`src/rtl/fpc_pkg.sv`:
```
package fpc_pkg;
  localparam int AW = 15;
  localparam int DW = 16;
  localparam int CLK_MHZ = 200;

  typedef enum logic [2:0] {
    FPC_OP_READ = 3'h0,
    FPC_OP_PROG = 3'h1,
    FPC_OP_CHIP_ERASE = 3'h2,
    FPC_OP_MAIN_ERASE = 3'h3,
    FPC_OP_ID_READ = 3'h4,
    FPC_OP_ID_EXIT = 3'h5,
    FPC_OP_LOCKOUT = 3'h6
  } fpc_op_t;

  // command codes: only the low byte is decoded by the part
  localparam logic [7:0] CMD_UNLOCK1 = 8'haa;
  localparam logic [7:0] CMD_UNLOCK2 = 8'h55;
  localparam logic [7:0] CMD_ERASE_SETUP = 8'h80;
  localparam logic [7:0] CMD_PROG_SETUP = 8'ha0;
  localparam logic [7:0] CMD_ID_ENTRY = 8'h90;
  localparam logic [7:0] CMD_ID_EXIT = 8'hf0;
  localparam logic [7:0] CMD_LOCKOUT = 8'h40;
  localparam logic [7:0] CMD_CHIP_ERASE = 8'h10;
  localparam logic [7:0] CMD_MAIN_ERASE = 8'h30;
  localparam logic [AW-1:0] UNLOCK_ADDR1 = 15'h5555;
  localparam logic [AW-1:0] UNLOCK_ADDR2 = 15'h2aaa;

  localparam int TOGGLE_BIT_POS = 6;
  localparam logic [AW-1:0] BOOT_LO_ADDR = 15'h0000;
  localparam logic [AW-1:0] BOOT_HI_ADDR = 15'h1fff;

  // pin timing in ns, converted to clock counts (minimums round up)
  localparam int TWP_NS = 90;
  localparam int TWPH_NS = 90;
  localparam int TACC_NS = 90;
  localparam int TOEHP_NS = 150;
  localparam logic [7:0] TWP_CYC = 8'((TWP_NS * CLK_MHZ + 999) / 1000);
  localparam logic [7:0] TWPH_CYC = 8'((TWPH_NS * CLK_MHZ + 999) / 1000);
  localparam logic [7:0] TACC_CYC = 8'((TACC_NS * CLK_MHZ + 999) / 1000);
  localparam logic [7:0] TOEHP_CYC = 8'((TOEHP_NS * CLK_MHZ + 999) / 1000);

  // longest operation times, used as polling timeouts
  localparam int TBP_MAX_US = 50;
  localparam int TEC_MAX_S = 10;
  localparam int PROG_MAX_CYC = TBP_MAX_US * CLK_MHZ;
  localparam int ERASE_MAX_CYC = TEC_MAX_S * CLK_MHZ * 1000000;
endpackage : fpc_pkg

```
`src/rtl/fpc_cycle.sv`:
```
`timescale 1ns/1ps
// one flash bus cycle: a timed write pulse or a timed read with oe high recovery
module fpc_cycle (
  input wire logic ref_clk_in, // 200 MHz clock
  input wire logic rst_b_in, // sync reset, active low
  input wire logic start_in, // pulse: begin a cycle
  input wire logic write_in, // 1 write, 0 read
  input wire logic [fpc_pkg::AW-1:0] addr_in, // cycle address
  input wire logic [fpc_pkg::DW-1:0] wdata_in, // write data
  input wire logic [fpc_pkg::DW-1:0] flash_dq_in, // data pins in
  output logic flash_ce_b_out, // chip enable, low active
  output logic flash_oe_b_out, // output enable, low active
  output logic flash_we_b_out, // write strobe, low active
  output logic [fpc_pkg::AW-1:0] flash_addr_out, // address pins
  output logic [fpc_pkg::DW-1:0] flash_dq_out, // data pins out
  output logic flash_dq_oe_out, // high while driving data
  output logic [fpc_pkg::DW-1:0] rdata_out, // sampled read data
  output logic done_out // pulse: cycle finished
);
  import fpc_pkg::*;

  typedef enum logic [2:0] {
    CY_IDLE = 3'b001,
    CY_ACT = 3'b010,
    CY_REC = 3'b100
  } fpc_cy_t;

  fpc_cy_t st_q;
  logic wr_q;
  logic [7:0] cnt_q;
  wire cnt_zero = (cnt_q == 8'h00);

  always_ff @(posedge ref_clk_in) begin
    if (!rst_b_in) begin
      st_q <= CY_IDLE;
      wr_q <= 1'b0;
      cnt_q <= 8'h00;
      flash_ce_b_out <= 1'b1;
      flash_oe_b_out <= 1'b1;
      flash_we_b_out <= 1'b1;
      flash_addr_out <= '0;
      flash_dq_out <= '0;
      flash_dq_oe_out <= 1'b0;
      rdata_out <= '0;
      done_out <= 1'b0;
    end else begin
      done_out <= 1'b0;
      case (st_q)
        CY_IDLE: begin
          if (start_in) begin
            st_q <= CY_ACT;
            wr_q <= write_in;
            flash_addr_out <= addr_in;
            flash_dq_out <= wdata_in;
            flash_ce_b_out <= 1'b0;
            // oe stays high for the whole low phase of a write
            flash_oe_b_out <= write_in;
            flash_we_b_out <= !write_in;
            flash_dq_oe_out <= write_in;
            cnt_q <= write_in ? TWP_CYC - 8'h01 : TACC_CYC - 8'h01;
          end
        end
        CY_ACT: begin
          if (cnt_zero) begin
            st_q <= CY_REC;
            flash_ce_b_out <= 1'b1;
            flash_we_b_out <= 1'b1;
            flash_oe_b_out <= 1'b1;
            if (!wr_q) begin
              rdata_out <= flash_dq_in;
            end
            cnt_q <= wr_q ? TWPH_CYC - 8'h01 : TOEHP_CYC - 8'h01;
          end else begin
            cnt_q <= cnt_q - 8'h01;
          end
        end
        CY_REC: begin
          if (cnt_zero) begin
            st_q <= CY_IDLE;
            flash_dq_oe_out <= 1'b0;
            done_out <= 1'b1;
          end else begin
            cnt_q <= cnt_q - 8'h01;
          end
        end
        default: begin
          st_q <= CY_IDLE;
        end
      endcase
    end
  end
endmodule : fpc_cycle

```
`src/rtl/fpc_host.sv`:
```
`timescale 1ns/1ps
module fpc_host #(
  parameter int PROG_LIMIT_CYC = fpc_pkg::PROG_MAX_CYC, // program poll timeout
  parameter int ERASE_LIMIT_CYC = fpc_pkg::ERASE_MAX_CYC // erase poll timeout
) (
  input wire logic ref_clk_in, // 200 MHz clock
  input wire logic rst_b_in, // sync reset, active low
  input wire logic cmd_valid_in, // request strobe
  input wire fpc_pkg::fpc_op_t cmd_op_in, // requested operation
  input wire logic [fpc_pkg::AW-1:0] cmd_addr_in, // word address
  input wire logic [fpc_pkg::DW-1:0] cmd_wdata_in, // program data
  output logic cmd_ready_out, // idle and able to take a request
  output logic done_out, // pulse: operation finished
  output logic [fpc_pkg::DW-1:0] rdata_out, // read or id data
  output logic timeout_out, // operation did not finish in time
  output logic boot_hit_out, // last accepted command was a program into the boot block
  input wire logic [fpc_pkg::DW-1:0] flash_dq_in, // data pins in
  output logic flash_ce_b_out, // chip enable, low active
  output logic flash_oe_b_out, // output enable, low active
  output logic flash_we_b_out, // write strobe, low active
  output logic [fpc_pkg::AW-1:0] flash_addr_out, // address pins
  output logic [fpc_pkg::DW-1:0] flash_dq_out, // data pins out
  output logic flash_dq_oe_out // high while driving data
);
  import fpc_pkg::*;

  typedef enum logic [4:0] {
    ST_IDLE = 5'b00001,
    ST_WR = 5'b00010,
    ST_POLL = 5'b00100,
    ST_RD = 5'b01000,
    ST_END = 5'b10000
  } fpc_state_t;

  fpc_state_t state_q;
  fpc_op_t op_q;
  logic [AW-1:0] addr_q;
  logic [DW-1:0] wdata_q;
  logic [2:0] idx_q;
  logic pend_q;
  logic start_q;
  logic prev_tog_q;
  logic have_prev_q;
  logic [31:0] wait_q;
  logic [31:0] limit_q;
  logic [DW-1:0] cyc_rdata;
  logic cyc_done;

  // one command step: {last, address, data}; upper data byte is zero except in the program data word
  function automatic logic [AW+DW:0] step_f(input fpc_op_t op, input logic [2:0] idx,
                                           input logic [AW-1:0] a, input logic [DW-1:0] d);
    logic [7:0] code;
    logic [AW-1:0] ca;
    logic last;
    code = 8'h00;
    ca = UNLOCK_ADDR1;
    last = 1'b0;
    case (idx)
      3'h0: code = CMD_UNLOCK1;
      3'h1: begin
        code = CMD_UNLOCK2;
        ca = UNLOCK_ADDR2;
      end
      3'h2: begin
        case (op)
          FPC_OP_PROG: code = CMD_PROG_SETUP;
          FPC_OP_ID_READ: code = CMD_ID_ENTRY;
          FPC_OP_ID_EXIT: code = CMD_ID_EXIT;
          default: code = CMD_ERASE_SETUP;
        endcase
        last = (op == FPC_OP_ID_READ) || (op == FPC_OP_ID_EXIT);
      end
      3'h3: code = CMD_UNLOCK1;
      3'h4: begin
        code = CMD_UNLOCK2;
        ca = UNLOCK_ADDR2;
      end
      default: begin
        case (op)
          FPC_OP_CHIP_ERASE: code = CMD_CHIP_ERASE;
          FPC_OP_MAIN_ERASE: code = CMD_MAIN_ERASE;
          default: code = CMD_LOCKOUT;
        endcase
        last = 1'b1;
      end
    endcase
    if ((op == FPC_OP_PROG) && (idx == 3'h3)) begin
      return {1'b1, a, d};
    end
    return {last, ca, 8'h00, code};
  endfunction : step_f

  wire [AW+DW:0] step_w = step_f(op_q, idx_q, addr_q, wdata_q);
  wire step_last = step_w[AW+DW];
  wire [AW-1:0] step_addr = step_w[AW+DW-1:DW];
  wire [DW-1:0] step_data = step_w[DW-1:0];
  wire needs_poll = (op_q == FPC_OP_PROG) || (op_q == FPC_OP_CHIP_ERASE) ||
                    (op_q == FPC_OP_MAIN_ERASE) || (op_q == FPC_OP_LOCKOUT);
  // id codes sit at address zero and one
  wire [AW-1:0] id_addr = {{(AW-1){1'b0}}, addr_q[0]};
  wire [AW-1:0] rd_addr = (op_q == FPC_OP_ID_READ) ? id_addr : addr_q;
  wire [AW-1:0] cyc_addr = (state_q == ST_WR) ? step_addr : rd_addr;
  wire cyc_write = (state_q == ST_WR);
  wire cur_tog = cyc_rdata[TOGGLE_BIT_POS];
  wire tog_settled = have_prev_q && (cur_tog == prev_tog_q);
  wire timed_out = (wait_q >= limit_q);
  wire issue = !pend_q && !start_q && (state_q != ST_IDLE) && (state_q != ST_END);
  wire in_boot = (cmd_addr_in >= BOOT_LO_ADDR) && (cmd_addr_in <= BOOT_HI_ADDR);
  wire [31:0] op_limit = (cmd_op_in == FPC_OP_PROG) ? 32'(PROG_LIMIT_CYC) : 32'(ERASE_LIMIT_CYC);

  always_ff @(posedge ref_clk_in) begin
    if (!rst_b_in) begin
      start_q <= 1'b0;
      pend_q <= 1'b0;
    end else begin
      start_q <= issue;
      if (issue) begin
        pend_q <= 1'b1;
      end else if (cyc_done) begin
        pend_q <= 1'b0;
      end
    end
  end

  always_ff @(posedge ref_clk_in) begin
    if (!rst_b_in) begin
      wait_q <= 32'h0000_0000;
    end else if (state_q == ST_POLL) begin
      wait_q <= wait_q + 32'h0000_0001;
    end else begin
      wait_q <= 32'h0000_0000;
    end
  end

  always_ff @(posedge ref_clk_in) begin
    if (!rst_b_in) begin
      state_q <= ST_IDLE;
      op_q <= FPC_OP_READ;
      addr_q <= '0;
      wdata_q <= '0;
      idx_q <= 3'h0;
      limit_q <= 32'h0000_0000;
      prev_tog_q <= 1'b0;
      have_prev_q <= 1'b0;
      cmd_ready_out <= 1'b1;
      done_out <= 1'b0;
      rdata_out <= '0;
      timeout_out <= 1'b0;
      boot_hit_out <= 1'b0;
    end else begin
      done_out <= 1'b0;
      case (state_q)
        ST_IDLE: begin
          if (cmd_valid_in) begin
            op_q <= cmd_op_in;
            addr_q <= cmd_addr_in;
            wdata_q <= cmd_wdata_in;
            idx_q <= 3'h0;
            limit_q <= op_limit;
            have_prev_q <= 1'b0;
            timeout_out <= 1'b0;
            cmd_ready_out <= 1'b0;
            boot_hit_out <= (cmd_op_in == FPC_OP_PROG) && in_boot;
            state_q <= (cmd_op_in == FPC_OP_READ) ? ST_RD : ST_WR;
          end
        end
        ST_WR: begin
          if (cyc_done) begin
            if (!step_last) begin
              idx_q <= idx_q + 3'h1;
            end else if (needs_poll) begin
              state_q <= ST_POLL;
            end else if (op_q == FPC_OP_ID_READ) begin
              state_q <= ST_RD;
            end else begin
              state_q <= ST_END;
            end
          end
        end
        ST_POLL: begin
          if (cyc_done) begin
            prev_tog_q <= cur_tog;
            have_prev_q <= 1'b1;
            rdata_out <= cyc_rdata;
            if (tog_settled) begin
              state_q <= ST_END;
            end else if (timed_out) begin
              timeout_out <= 1'b1;
              state_q <= ST_END;
            end
          end
        end
        ST_RD: begin
          if (cyc_done) begin
            rdata_out <= cyc_rdata;
            state_q <= ST_END;
          end
        end
        ST_END: begin
          done_out <= 1'b1;
          cmd_ready_out <= 1'b1;
          state_q <= ST_IDLE;
        end
        default: begin
          state_q <= ST_IDLE;
        end
      endcase
    end
  end

  fpc_cycle u_cycle (
    .ref_clk_in(ref_clk_in),
    .rst_b_in(rst_b_in),
    .start_in(start_q),
    .write_in(cyc_write),
    .addr_in(cyc_addr),
    .wdata_in(step_data),
    .flash_dq_in(flash_dq_in),
    .flash_ce_b_out(flash_ce_b_out),
    .flash_oe_b_out(flash_oe_b_out),
    .flash_we_b_out(flash_we_b_out),
    .flash_addr_out(flash_addr_out),
    .flash_dq_out(flash_dq_out),
    .flash_dq_oe_out(flash_dq_oe_out),
    .rdata_out(cyc_rdata),
    .done_out(cyc_done)
  );
endmodule : fpc_host

```
`config.mk`:
```
export PLATFORM = sky130hd
export DESIGN_NAME = fpc_host
export DESIGN_NICKNAME = d
export VERILOG_FILES = /design/src/rtl/fpc_pkg.sv /design/src/rtl/fpc_cycle.sv /design/src/rtl/fpc_host.sv
export SDC_FILE = /design/constraint.sdc
export NUM_CORES = 1
export LEC_CHECK = 0
export BUFFER_PORTS_ARGS = -buffer_cell sky130_fd_sc_hd__buf_2
export CAP_MARGIN = 20
export CELL_PAD_IN_SITES_DETAIL_PLACEMENT = 1
export CELL_PAD_IN_SITES_GLOBAL_PLACEMENT = 1
export CORE_MARGIN = 4
export CORE_UTILIZATION = 40
export CTS_CLUSTER_SIZE = 16
export DETAILED_ROUTE_END_ITERATION = 16
export PLACE_DENSITY_LB_ADDON = 0.12
export SLEW_MARGIN = 20
export SYNTH_ARGS = -nofsm -noshare
export SYNTH_HDL_FRONTEND = slang
export SYNTH_SLANG_ARGS = --single-unit
```
`constraint.sdc`:
```
create_clock -name ref_clk_in -period 6.15 [get_ports ref_clk_in]
set_clock_uncertainty 0.15 [all_clocks]
set_input_delay 0.615 -clock ref_clk_in [delete_from_list [all_inputs] [get_ports ref_clk_in]]
set_output_delay 0.615 -clock ref_clk_in [all_outputs]
set_load 0.005 [all_outputs]
```
# After elaboration in Yosys (flattened, before gate mapping)

Cells that the tools add are included.

Bits in registers: 194
Latch bits: 0
Bits of input ports: 53
Memory bits (read-only): 0
Memory bits (writable): 0
Memories: 0
Word-level logic and storage cells: 169
Output and inout port bits: 55

Shift operators: 0
Reductions and logical operators: 44
Equal/unequal tests: 35
Bitwise operators: 1
Order comparisons: 3
Add/subtract/negate cells: 3
Multiply operators: 0
Mux-type cells: 56
Divide/modulo/power cells: 0

Operators with widths:

| kind                                                                                 | number |
|---|---|
| 32-bit 2-to-1 mux                                                                    | 2 |
| 8-bit case mux with 3 select lines                                                   | 2 |
| 15-bit 2-to-1 mux                                                                    | 3 |
| 5-bit 2-to-1 mux                                                                     | 9 |
| 32-bit by 1-bit adder with 32-bit output, second input constant                      | 1 |
| 32-bit greater-or-equal comparator                                                   | 1 |
| 31-bit 2-to-1 mux                                                                    | 1 |
| 8-bit 2-to-1 mux                                                                     | 3 |
| 7-bit case mux with 3 select lines                                                   | 1 |
| 5-bit case mux with 4 select lines                                                   | 1 |
| 3-bit 2-to-1 mux                                                                     | 6 |
| 3-bit AND reduction                                                                  | 6 |
| 2-bit != test, second input constant                                                 | 8 |
| 1-bit case mux with 2 select lines                                                   | 8 |
| 3-bit by 2-bit equality test with 1-bit output, second input constant                | 5 |
| 3-bit equality test, second input constant                                           | 5 |
| 15-bit by 1-bit greater-or-equal comparator with 1-bit output, second input constant | 1 |
| 15-bit by 13-bit less-or-equal comparator with 1-bit output, second input constant   | 1 |
| 1-bit 2-to-1 mux                                                                     | 15 |
| 7-bit case mux with 2 select lines                                                   | 1 |
| 2-bit AND reduction                                                                  | 7 |
| 3-bit by 1-bit equality test with 1-bit output, second input constant                | 4 |
| 2-bit nonzero test                                                                   | 6 |
| 3-bit case mux with 3 select lines                                                   | 1 |
| other kinds (26)                                                                     | 44 |

# Logic depth before layout (Yosys ltp)

Gate-level depths: netlist of the first run.

Depth after elaboration: 8
Mapped depth: 9
Mapped depth without buffers: 7

# Modules after synthesis

From an unflattened synthesis of the first run, not the netlist that was laid out.

Cells, all modules: 898
Area total of the unflattened synthesis: 7450.9 um^2

By module, submodules not included:

| module    | seq. area each (um^2) | cells each | times used | area each (um^2) |
|---|---|---|---|---|
| fpc_host  | 2021.9                | 605        | 1          | 4893.4 |
| fpc_cycle | 1281.2                | 293        | 1          | 2557.5 |

# Worst setup path before layout of the first run

No wires, ideal clock.

Kind: register to register
From: register limit_q[29]
To: register state_q[2]
Clock period less this slack: 2.250 ns
Stages on the path, launching flop included: 8
Library setup time: 0.079 ns
Data required time: 5.921 ns
Path slack: 3.900 ns
Path buffers: 0
Arrival time: 2.021 ns
Cells stage by stage: dfxtp_1 > inv_1 > ha_1 > a21o_1 > a211o_1 > nor4b_1 > or4b_1 > o211ai_1

Longest elaborated chain between the ends: 3

Ends and longest elaborated chain:

| what                                 | RTL line        | text |
|---|---|---|
| start, declared                      | fpc_host.sv:45  | `logic [31:0] limit_q;` |
| start signal, assigned               | fpc_host.sv:159 | `limit_q <= op_limit;` |
| 32-bit greater-or-equal comparator   | fpc_host.sv:106 | `wire timed_out = (wait_q >= limit_q);` |
| 3-bit != test (no source line)       | -               |  |
| 6-bit AND reduction (no source line) | -               |  |
| end signal, assigned                 | fpc_host.sv:164 | `state_q <= (cmd_op_in == FPC_OP_READ) ? ST_RD : ST_WR;` |
| end, declared                        | fpc_host.sv:35  | `fpc_state_t state_q;` |

Every way passes these cells.
A chain may end at the register's enable or synchronous reset.

# Worst setup path after layout of the first run

From: register state_q[0]
To: register rdata_out[0] in the netlist's numbering

Longest elaborated chain between the ends: 3
Elaborated cells on any way between the ends: 4
Classes of those cells: eq/ne: 2; reduce/logical: 2

Ends and longest elaborated chain:

| what                                                                                                             | RTL line        | text |
|---|---|---|
| 5-bit by 3-bit equality test with 1-bit output or 5-bit by 4-bit equality test with 1-bit output (tied branches) | fpc_host.sv:152 | `case (state_q)` |
| 2-bit OR reduction (no source line) (*)                                                                          | -               |  |
| 2-bit AND reduction (no source line) (*)                                                                         | -               |  |
| end signal, assigned                                                                                             | fpc_host.sv:184 | `rdata_out <= cyc_rdata;` |
| end signal, assigned                                                                                             | fpc_host.sv:195 | `rdata_out <= cyc_rdata;` |
| end, declared                                                                                                    | fpc_host.sv:14  | `output logic [fpc_pkg::DW-1:0] rdata_out,` |

Mark *: on every way between the ends. The rest lies on a longest branch, timed or not.

==> run metrics, run 1 <==
outcome=finished, final reports clean; RSZ-0062 raised after global routing=false; worst reg2reg path depth=5; PostCTS Resize Cnt=0; CP Launch Point=state_q[0]$_SDFFE_PN1P_; worst endpoint data arrival time=2.78 ns; multiplexer share of the synthesized area=0.5683%; leakage=3.258 nW; CTS root buf=clkbuf_16; final core utilization=47.71%; Post-Synth Adder-Cell Area=4.477%; routed wire length=19.80 mm; H-tree levels=4; number of max-cap violations=0; register area share after synthesis=45.46%; hold slack=0.2612 ns; Seq pwr share=45.8%; Synth Instances=875; antenna violations before repair=0; final hold vios=0; Post-Synth XOR/XNOR Area=4.099%; hold_sp=cmd_wdata_in[9]; DRC Markers=0; Syn Nets=954; fmax=0.3779 GHz; antenna-violating nets left=0; vias per cell=5.357; Area growth, synth to finish=17.55%; yosys warns=0; hold_buf cts=0; compound-gate portion of the synthesized area=16.34%; Comb pwr share=12.4%; TritonCTS clock tree=built; GP Congestion=0.7730; Post-DP Area=7953 sq um; Yosys top cell by area=dfxtp_1; number of fill cells=2,197; die area=20,380 sq um; I/O pin cnt=108; internal power=0.001828 W; Synth area leaders=dfxtp_1, nand2_1, a21oi_1; nets=1,037; switching share of power=28.74%; Net Switching=0.0007371 W; Post-synth EDFFs=0; launching point of the worst reg2reg path=state_q[0]$_SDFFE_PN1P_; # Post-CTS Setup Buffers=0; Crit Path Class=flip-flop to flip-flop; FF+latch count, synth=165; Worst Hold Class=input pin to flip-flop; post-route minimum period=2.646 ns; Rows=49; first-pass GRT wire length=32.78 mm; Initial Util=40.59%; Starting DRT DRC Count=236; slowest CP cell=nor2_2; Least-Margin Pin Slew=0.8413 ns; Clock Latency Late Sink=0.43 ns; share of layout cells above drive strength 1=17.20%; CTS Sinks=165; cts bufs inserted=17; global-route usage over all layers=19.81%; cell mode on critical path=nand2_1; VDD IR max=213.9 uV; Simple-Gate Fraction of Synth Area=25.30%; Cell Pwr Density=300.3 nW/um^2; Final period util=43.02%; ANT cells=0; WHS Path Cells=3; Routed wire per std cell=16.50 um; clock-pin slew on the worst setup and hold paths=0.08 ns; largest family of logic cells by synthesized area=simple AND/OR/NAND/NOR gates; Setup TNS=0 ns; commonest cells in the netlist=nand2_1, dfxtp_1, a21oi_1; worst path required time=6.28 ns; Mapped Area=7266 sq um; Die Ht=142.8 um; Slowest Stage Delay on Critical Path=0.67 ns; crit-path cells=or3_4, nor2_2, nand2_1, nand2_1, a21oi_1; Yosys cell types=69; GR Overflow Total=0; Pwr Total=0.002565 W; Crit. End Element=flip-flop; Async S/R FF share, synth=0%; largest net degree at the start of global routing=65; Slew HR=43.86%; crit path launch type=flip-flop; Crit Path Max Fanout=19; clock power share=41.8%; cell with the most instances after synthesis=nand2_1; top_reg_cell synth=dfxtp_1; Synth top area share=45.46%; port buffer count=107; Clock Path Buffers=2; Vias=6,428; vias in the first global route=6,576; Slew Viols, Final=0; HPWL after DPL=13.72 mm; Final setup viols=0; router iterations before antenna repair=4; core footprint=17,900 sq um; Die Span X=142.8 um; syn_area_per_cell=8.304 sq um; Finished Cell Area=8541 sq um
-- per-layer routing --
metal / vias up / global-route usage [%] / routed length, um
li1: 3211 / - / -
met3: 18 / 4.354 / 573
met2: 88 / 33.61 / 9546
met1: 3111 / 25.86 / 9452
met4: 0 / 4.602 / 231
met5: - / 0 / 0
-- logic make-up after synthesis --
family,after synthesis
xor gates and xnor gates,34
and+or+nand+nor,373
AOI/OAI and AO/OA,204
muxes,4
adders and majority gates,26
buffers and inverters,69
DFF,165
-- state kept, by name, summed over array words and instances, names as in the netlist, 5 cells and up --
name / count
wdata_q: 16
wait_q: 32
u_cycle.flash_addr_out: 15
rdata_out: 16
u_cycle.flash_dq_out: 16
u_cycle.cnt_q: 8
u_cycle.rdata_out: 16
addr_q: 15
state_q: 5
-- critical path, delay by kind of cell, from the launching register on --
family | cells | cell delay [ns]
and+or+nand+nor | 4 | 1.91
DFF | 1 | 0.35
AOI/OAI and AO/OA | 1 | 0.08
-- metrics by stage --
stage               std cells  worst slack (ns)
floorplan                 875             3.900
global placement         1167             3.463
detailed placement       1168             3.427
CTS                      1200             3.502
global route             1200             3.201
finish                   1200             3.504
-- final timing paths --
path                                                   to  slack (ns)
worst max-delay path            rdata_out[0]$_SDFFE_PN0P_        3.50
worst min-delay path              wdata_q[9]$_SDFFE_PN0P_        0.26
worst max register to register  rdata_out[0]$_SDFFE_PN0P_        3.50
worst min register to register         start_q$_SDFF_PN0_        0.29
-- power groups by stage --
stage               clock, W  sequential, W  combinational [W]
floorplan                  0        0.00119           0.000211
global placement           0        0.00120           0.000317
detailed placement         0        0.00120           0.000322
CTS                  0.00109        0.00117           0.000324
global route         0.00114        0.00118           0.000363
finish               0.00107        0.00117           0.000319
-- final cells by class --
class	count	area (sq um)	share of cell area, %
timing repair buffer	115	603.1	7.061
clock inverter	14	158.9	1.861
tap	229	286.5	3.355
sequential	165	3303	38.68
clock buffer	18	429.2	5.025
multi-input combinational	641	3692	43.23
inverter	18	67.56	0.7911
-- layout by cell type (no fill, tap or decap), types with 9 or more instances in the layout --
cell / synthesis / layout
nand2_1: 170 / 170
dfxtp_1: 165 / 165
a21oi_1: 120 / 120
buf_2: 5 / 107
nor2_1: 59 / 58
nand3_1: 46 / 46
o21ai_0: 28 / 28
ha_1: 26 / 26
xnor2_1: 18 / 18
inv_1: 18 / 17
clkbuf_16: 0 / 17
xor2_1: 16 / 16
a211oi_1: 13 / 13
nand4_1: 10 / 10
nor3_1: 10 / 10
and3_1: 9 / 9
Note: power is estimated with default switching activity, not from simulation.
==> inputs of run 2 (changes only) <==
- clock period: 6.15 -> 2.7 ns (I/O delays scaled with it)
==> run metrics, run 2 (synthesized netlist as in run 1, its figures left out) <==
largest net degree at the start of global routing=43 (was 65); router iterations before antenna repair=4 (unchanged); slowest CP cell=or4b_1 (was nor2_2); M3 GR Usage=4.320% (was 4.354%); R2R setup slack=0.18 ns (was 3.50 ns); I/O pin cnt=108 (unchanged); Crit Path Max Fanout=13 (was 19); port buffer count=107 (unchanged); Starting DRT DRC Count=342 (was 236); gr busiest metal=met2 (unchanged); Crit path max-delay family=compound AO/OA/AOI/OAI gates (was simple AND/OR/NAND/NOR gates); vias per cell=5.303 (was 5.357); Clock Path Buffers=2 (unchanged); met1 usage=28.41% (was 25.86%); CP Buf/Inv Count=1 (was 0); hold slack=0.01931 ns (was 0.2612 ns); GP Congestion=0.7756 (was 0.7730); H-tree levels=4 (unchanged); global-route usage over all layers=21.16% (was 19.81%); hold path endpoint=u_cycle.flash_oe_b_out$_SDFFE_PN1P_ (was wdata_q[9]$_SDFFE_PN0P_); share of layout cells above drive strength 1=17.09% (was 17.20%); number of max-cap violations=0 (unchanged); most frequent cells in the layout=nand2_1, dfxtp_1, a21oi_1, buf_2, nor2_1 (unchanged); Final setup viols=0 (unchanged); crit-path cells=inv_1, ha_1, o21a_1, o311ai_0, a211oi_1, or4b_1, o211ai_1 (was or3_4, nor2_2, nand2_1, nand2_1, a21oi_1); nets=1,096 (was 1,037); DRC Markers=0 (unchanged); hold_sp=rst_b_in (was cmd_wdata_in[9]); most common cell after layout, fill and taps aside=nand2_1 (unchanged); worst reg2reg path depth=7 (was 5); fmax=0.3971 GHz (was 0.3779 GHz); Die Span X=142.8 um (unchanged); die area=20,380 sq um (unchanged); antenna-violating nets left=0 (unchanged); number of fill cells=2,132 (was 2,197); CTS root buf=clkbuf_16 (unchanged); leakage=3.533 nW (was 3.258 nW); Least-Margin Pin Slew=0.7387 ns (was 0.8413 ns); Slew Viols, Final=0 (unchanged); final core utilization=51.14% (was 47.71%); Die Ht=142.8 um (unchanged); TritonCTS clock tree=built (unchanged); Slew HR=50.75% (was 43.86%); clock-pin slew on the worst setup and hold paths=0.07 ns (was 0.08 ns); final hold vios=0 (unchanged); Vias=6,676 (was 6,428); Setup TNS=0 ns (unchanged); Slowest Stage Delay on Critical Path=0.55 ns (was 0.67 ns); core footprint=17,900 sq um (unchanged); Initial Util=40.59% (unchanged); Reg area=3303 sq um (unchanged); Top reg by flops=wait_q (unchanged); post-route minimum period=2.518 ns (was 2.646 ns); GR Util met2=34.84% (was 33.61%); VDD IR max=442.1 uV (was 213.9 uV); ANT cells=0 (unchanged); GR Overflow Total=0 (unchanged); CTS Sinks=165 (unchanged); Cell Pwr Density=663.2 nW/um^2 (was 300.3 nW/um^2); routed wire length=21.07 mm (was 19.80 mm); Crit. End Element=flip-flop (unchanged); worst endpoint data arrival time=2.71 ns (was 2.78 ns); Crit Path Class=flip-flop to flip-flop (unchanged); cts bufs inserted=17 (unchanged); launching point of the worst reg2reg path=limit_q[29]$_SDFFE_PN0P_ (was state_q[0]$_SDFFE_PN1P_); Cells after DPL=1,177 (was 1,168); crit path launch type=flip-flop (unchanged); Critical R2R Capture=state_q[2]$_SDFFE_PN0P_ (was rdata_out[0]$_SDFFE_PN0P_); Worst Hold Class=input pin to flip-flop (unchanged); worst path required time=2.89 ns (was 6.28 ns); HPWL after DPL=13.87 mm (was 13.72 mm); antenna violations before repair=0 (unchanged); Routed wire per std cell=16.73 um (was 16.50 um); vias in the first global route=6,720 (was 6,576); WHS Path Cells=2 (was 3); Multi-input gate area=3692 sq um (unchanged); Area growth, synth to finish=26.00% (was 17.55%); first-pass GRT wire length=34.91 mm (was 32.78 mm); Rows=49 (unchanged); RSZ-0062 raised after global routing=false (unchanged); fin cells=1,259 (was 1,200); Final period util=93.26% (was 43.02%); outcome=finished, final reports clean (unchanged); Pwr Total=0.006071 W (was 0.002565 W); Clock Latency Late Sink=0.43 ns (about the same); Largest register FFs=32 (unchanged); # Post-CTS Setup Buffers=0 (unchanged)
run 2: changes by cell type in the layout (fill, tap and decap cells not counted):
cell,previous run,this run
dlygate4sd3_1,0,50
buf_4,7,15
buf_12,0,2
bufinv_16,1,3
inv_6,5,3
buf_8,1,0
clkinv_2,0,1
clkinv_4,1,2
clkinv_8,1,0
inv_8,4,3
run 2: where the power goes:
group	switching [W]	total, W	internal (W)
clock	0.00109	0.00257	0.00149
sequential	0.0000921	0.00267	0.00258
combinational	0.000492	0.000830	0.000338
run 2: worst max path at each step:
stage / from / to / slack [ns] / depth (start not counted)
CTS: limit_q[29]$_SDFFE_PN0P_ / state_q[2]$_SDFFE_PN0P_ / 0.22 / 7
floorplan: limit_q[29]$_SDFFE_PN0P_ / state_q[2]$_SDFFE_PN0P_ / 0.45 / 7
global placement: limit_q[29]$_SDFFE_PN0P_ / state_q[2]$_SDFFE_PN0P_ / 0.31 / 7
global route: limit_q[29]$_SDFFE_PN0P_ / state_q[2]$_SDFFE_PN0P_ / 0.001 / 6
finish: limit_q[29]$_SDFFE_PN0P_ / state_q[2]$_SDFFE_PN0P_ / 0.18 / 7
detailed placement: limit_q[29]$_SDFFE_PN0P_ / state_q[2]$_SDFFE_PN0P_ / 0.25 / 7
run 2: routing by layer:
metal / vias up / wire [um] / part of all wire, %
li1: 3323 / - / -
met1: 3223 / 9910 / 47
met2: 108 / 10120 / 48
met3: 22 / 770 / 3.7
met4: 0 / 266 / 1.3
met5: - / 0 / 0
run 2: worst reg2reg max path, stage by stage (launching register included):
cell,delay (ns)
dfxtp_1,0.30
inv_1,0.31
ha_1,0.35
o21a_1,0.13
o311ai_0,0.40
a211oi_1,0.16
or4b_1,0.55
o211ai_1,0.09
run 2: timing repair:
item,4_1_cts,5_1_grt
gates resized for setup,0,0
hold buffers,50,0
setup endpoints to repair,0,0
hold endpoints to repair,50,0
run 2: cell type report:
cell class | count | area share, %
clock buffer | 18 | 4.688
clock inverter | 14 | 2.050
inverter | 18 | 0.7380
multi-input combinational | 641 | 40.33
sequential | 165 | 36.08
tap | 229 | 3.130
timing repair buffer | 174 | 12.98
run 2: stage by stage:
step	setup WS (ns)	instance area, sq um
2_1_floorplan	0.4498	7266
3_3_place_gp	0.3091	8038
6_report	0.1819	9155
4_1_cts	0.2168	9155
5_1_grt	0.001488	9155
3_5_place_dp	0.2469	8038
==> inputs of run 3 (changes only) <==
- CORE_UTILIZATION: 40 -> 38
- clock period: 2.7 -> 2.15 ns (I/O delays scaled with it)
==> run metrics, run 3 (synthesized netlist as in run 1, its figures left out) <==
Vias=6,974 (was 6,676); antenna-violating nets left=0 (unchanged); share of layout cells above drive strength 1=24.72% (was 17.09%); worst slack, placed=-0.1240 ns (was 0.2469 ns); Final period util=104.0% (was 93.26%); number of fill cells=2,238 (was 2,132); first-pass GRT wire length=37.05 mm (was 34.91 mm); CTS root buf=clkbuf_16 (unchanged); core footprint=18,770 sq um (was 17,900 sq um); Slew Viols, Final=0 (unchanged); Setup TNS=-0.1770 ns (was 0 ns); RSZ-0062 raised after global routing=true (was false); number of max-cap violations=0 (unchanged); most frequent cells in the layout=nand2_1, dfxtp_1, a21oi_1, buf_2 (was nand2_1, dfxtp_1, a21oi_1, buf_2, nor2_1); Largest register FFs=32 (unchanged); router iterations before antenna repair=5 (was 4); Clock Path Buffers=2 (unchanged); Initial Util=38.71% (was 40.59%); Worst Hold Class=input pin to flip-flop (unchanged); outcome=complete, but fails checks (was finished, final reports clean); Top reg by flops=wait_q (unchanged); Final Worst Setup Slack=-0.08629 ns (was 0.1819 ns); crit-path cells=inv_8, buf_6, ha_1, o21a_1, o311ai_2, a211oi_2, or4b_1, o211ai_1 (was inv_1, ha_1, o21a_1, o311ai_0, a211oi_1, or4b_1, o211ai_1); Slowest Stage Delay on Critical Path=0.55 ns (about the same); final hold vios=0 (unchanged); clock-pin slew on the worst setup and hold paths=0.07 ns (about the same); Area growth, synth to finish=35.61% (was 26.00%); final core utilization=52.50% (was 51.14%); worst endpoint data arrival time=2.42 ns (was 2.71 ns); Cells after DPL=1,225 (was 1,177); antenna violations before repair=1 (was 0); crit path launch type=flip-flop (unchanged); Pwr Total=0.007757 W (was 0.006071 W); HPWL after DPL=14.75 mm (was 13.87 mm); Die Ht=146.3 um (was 142.8 um); port buffer count=107 (unchanged); worst reg2reg path depth=8 (was 7); R2R setup slack=-0.09 ns (was 0.18 ns); fmax=0.4472 GHz (was 0.3971 GHz); Cell Pwr Density=787.3 nW/um^2 (was 663.2 nW/um^2); H-tree levels=4 (unchanged); Starting DRT DRC Count=292 (was 342); DRC Markers=0 (unchanged); most common cell after layout, fill and taps aside=nand2_1 (unchanged); I/O pin cnt=108 (unchanged); Clock Latency Late Sink=0.44 ns (was 0.43 ns); vias in the first global route=7,338 (was 6,720); nets=1,146 (was 1,096); global-route usage over all layers=20.96% (was 21.16%); Multi-input gate area=3955 sq um (was 3692 sq um); leakage=3.843 nW (was 3.533 nW); failing checks=setup timing; Die Span X=146.3 um (was 142.8 um); GP Congestion=0.8220 (was 0.7756); post-route minimum period=2.236 ns (was 2.518 ns); WHS Path Cells=4 (was 2); Rows=50 (was 49); number of cells on the critical path=8 (was 7); slowest CP cell=or4b_1 (unchanged); Crit Path Max Fanout=5 (was 13); routed wire length=22.97 mm (was 21.07 mm); CP Buf/Inv Count=2 (was 1); vias per cell=5.303 (about the same); Final setup viols=3 (was 0); Crit Path Class=flip-flop to flip-flop (unchanged); largest net degree at the start of global routing=55 (was 43); Crit path max-delay family=compound AO/OA/AOI/OAI gates (unchanged); Least-Margin Pin Slew=0.4618 ns (was 0.7387 ns); TritonCTS clock tree=built (unchanged); worst path required time=2.34 ns (was 2.89 ns); cts bufs inserted=17 (unchanged); GR Overflow Total=0 (unchanged); Routed wire per std cell=17.47 um (was 16.73 um); CTS Sinks=165 (unchanged); Reg area=3314 sq um (was 3303 sq um); die area=21,400 sq um (was 20,380 sq um); Crit. End Element=flip-flop (unchanged); fin cells=1,315 (was 1,259); VDD IR max=611.2 uV (was 442.1 uV); Slew HR=68.97% (was 50.75%)
## run 3: cell types whose count changed in the layout (fill, tap and decap cells not counted), moves of 3 or more
cell	change
a21oi_2	+5
ha_4	+6
nor4b_1	-3
buf_12	+4
buf_4	+42
a211oi_1	-6
dfxtp_2	+3
a21oi_1	-5
ha_1	-7
a211oi_2	+5
dfxtp_1	-5
## run 3: where the power goes
| part | total (W) | switching [W] | internal, W |
|---|---|---|---|
| clock network | 0.00315 | 0.00140 | 0.00175 |
| logic | 0.00127 | 0.000713 | 0.000552 |
| registers | 0.00334 | 0.000109 | 0.00323 |
| total | 0.00776 | 0.00222 | 0.00554 |
## run 3: path summary, 6_finish.rpt
| kind | start | endpoint |
|---|---|---|
| hold reg to reg | start_q$_SDFF_PN0_ | start_q$_SDFF_PN0_ |
| hold / removal | rst_b_in | state_q[2]$_SDFFE_PN0P_ |
| setup / recovery | limit_q[29]$_SDFFE_PN0P_ | state_q[2]$_SDFFE_PN0P_ |
| setup reg to reg | limit_q[29]$_SDFFE_PN0P_ | state_q[2]$_SDFFE_PN0P_ |
## run 3: worst register-to-register path, stage by stage, from the launching register on
cell and delay [ns]:
dfxtp_4 0.39, inv_8 0.06, buf_6 0.12, ha_1 0.17, o21a_1 0.18, o311ai_2 0.30, a211oi_2 0.15, or4b_1 0.55
o211ai_1 0.09
## run 3: area by class of cell
type	count	area share, %
Multi-Input combinational cell	641	40.14
Tap cell	234	2.971
Timing Repair Buffer	223	16.36
Clock inverter	14	1.689
Sequential cell	165	33.64
Inverter	18	0.7619
Antenna cell	1	0.02540
Timing Repair inverter	1	0.06349
Clock buffer	18	4.356
## run 3: timing repair
action	CTS	global route
setup endpoints to repair	8	42
endpoints found under the hold margin	51	0
hold buffers	50	0
gates cloned	0	2
buffers inserted	2	3
pin swaps	5	13
gates resized for setup	15	46
## run 3: metal layers
| metal | vias to the layer above | share of wire (%) | global-route usage, % |
|---|---|---|---|
| met1 | 3418 | 46 | 26.71 |
| met3 | 21 | 3.3 | 4.624 |
| met2 | 108 | 49 | 35.98 |
| met5 | - | 0 | 0 |
| li1 | 3427 | - | - |
| met4 | 0 | 1.3 | 5.503 |
## run 3: stage by stage
step / hold WS (ns) / cell area, sq um
floorplan: 0.2010 / 7266
global placement: 0.2777 / 8417
detailed placement: 0.2804 / 8417
CTS: 0.09306 / 9590
global route: 0.1383 / 9853
finish: 0.1245 / 9853
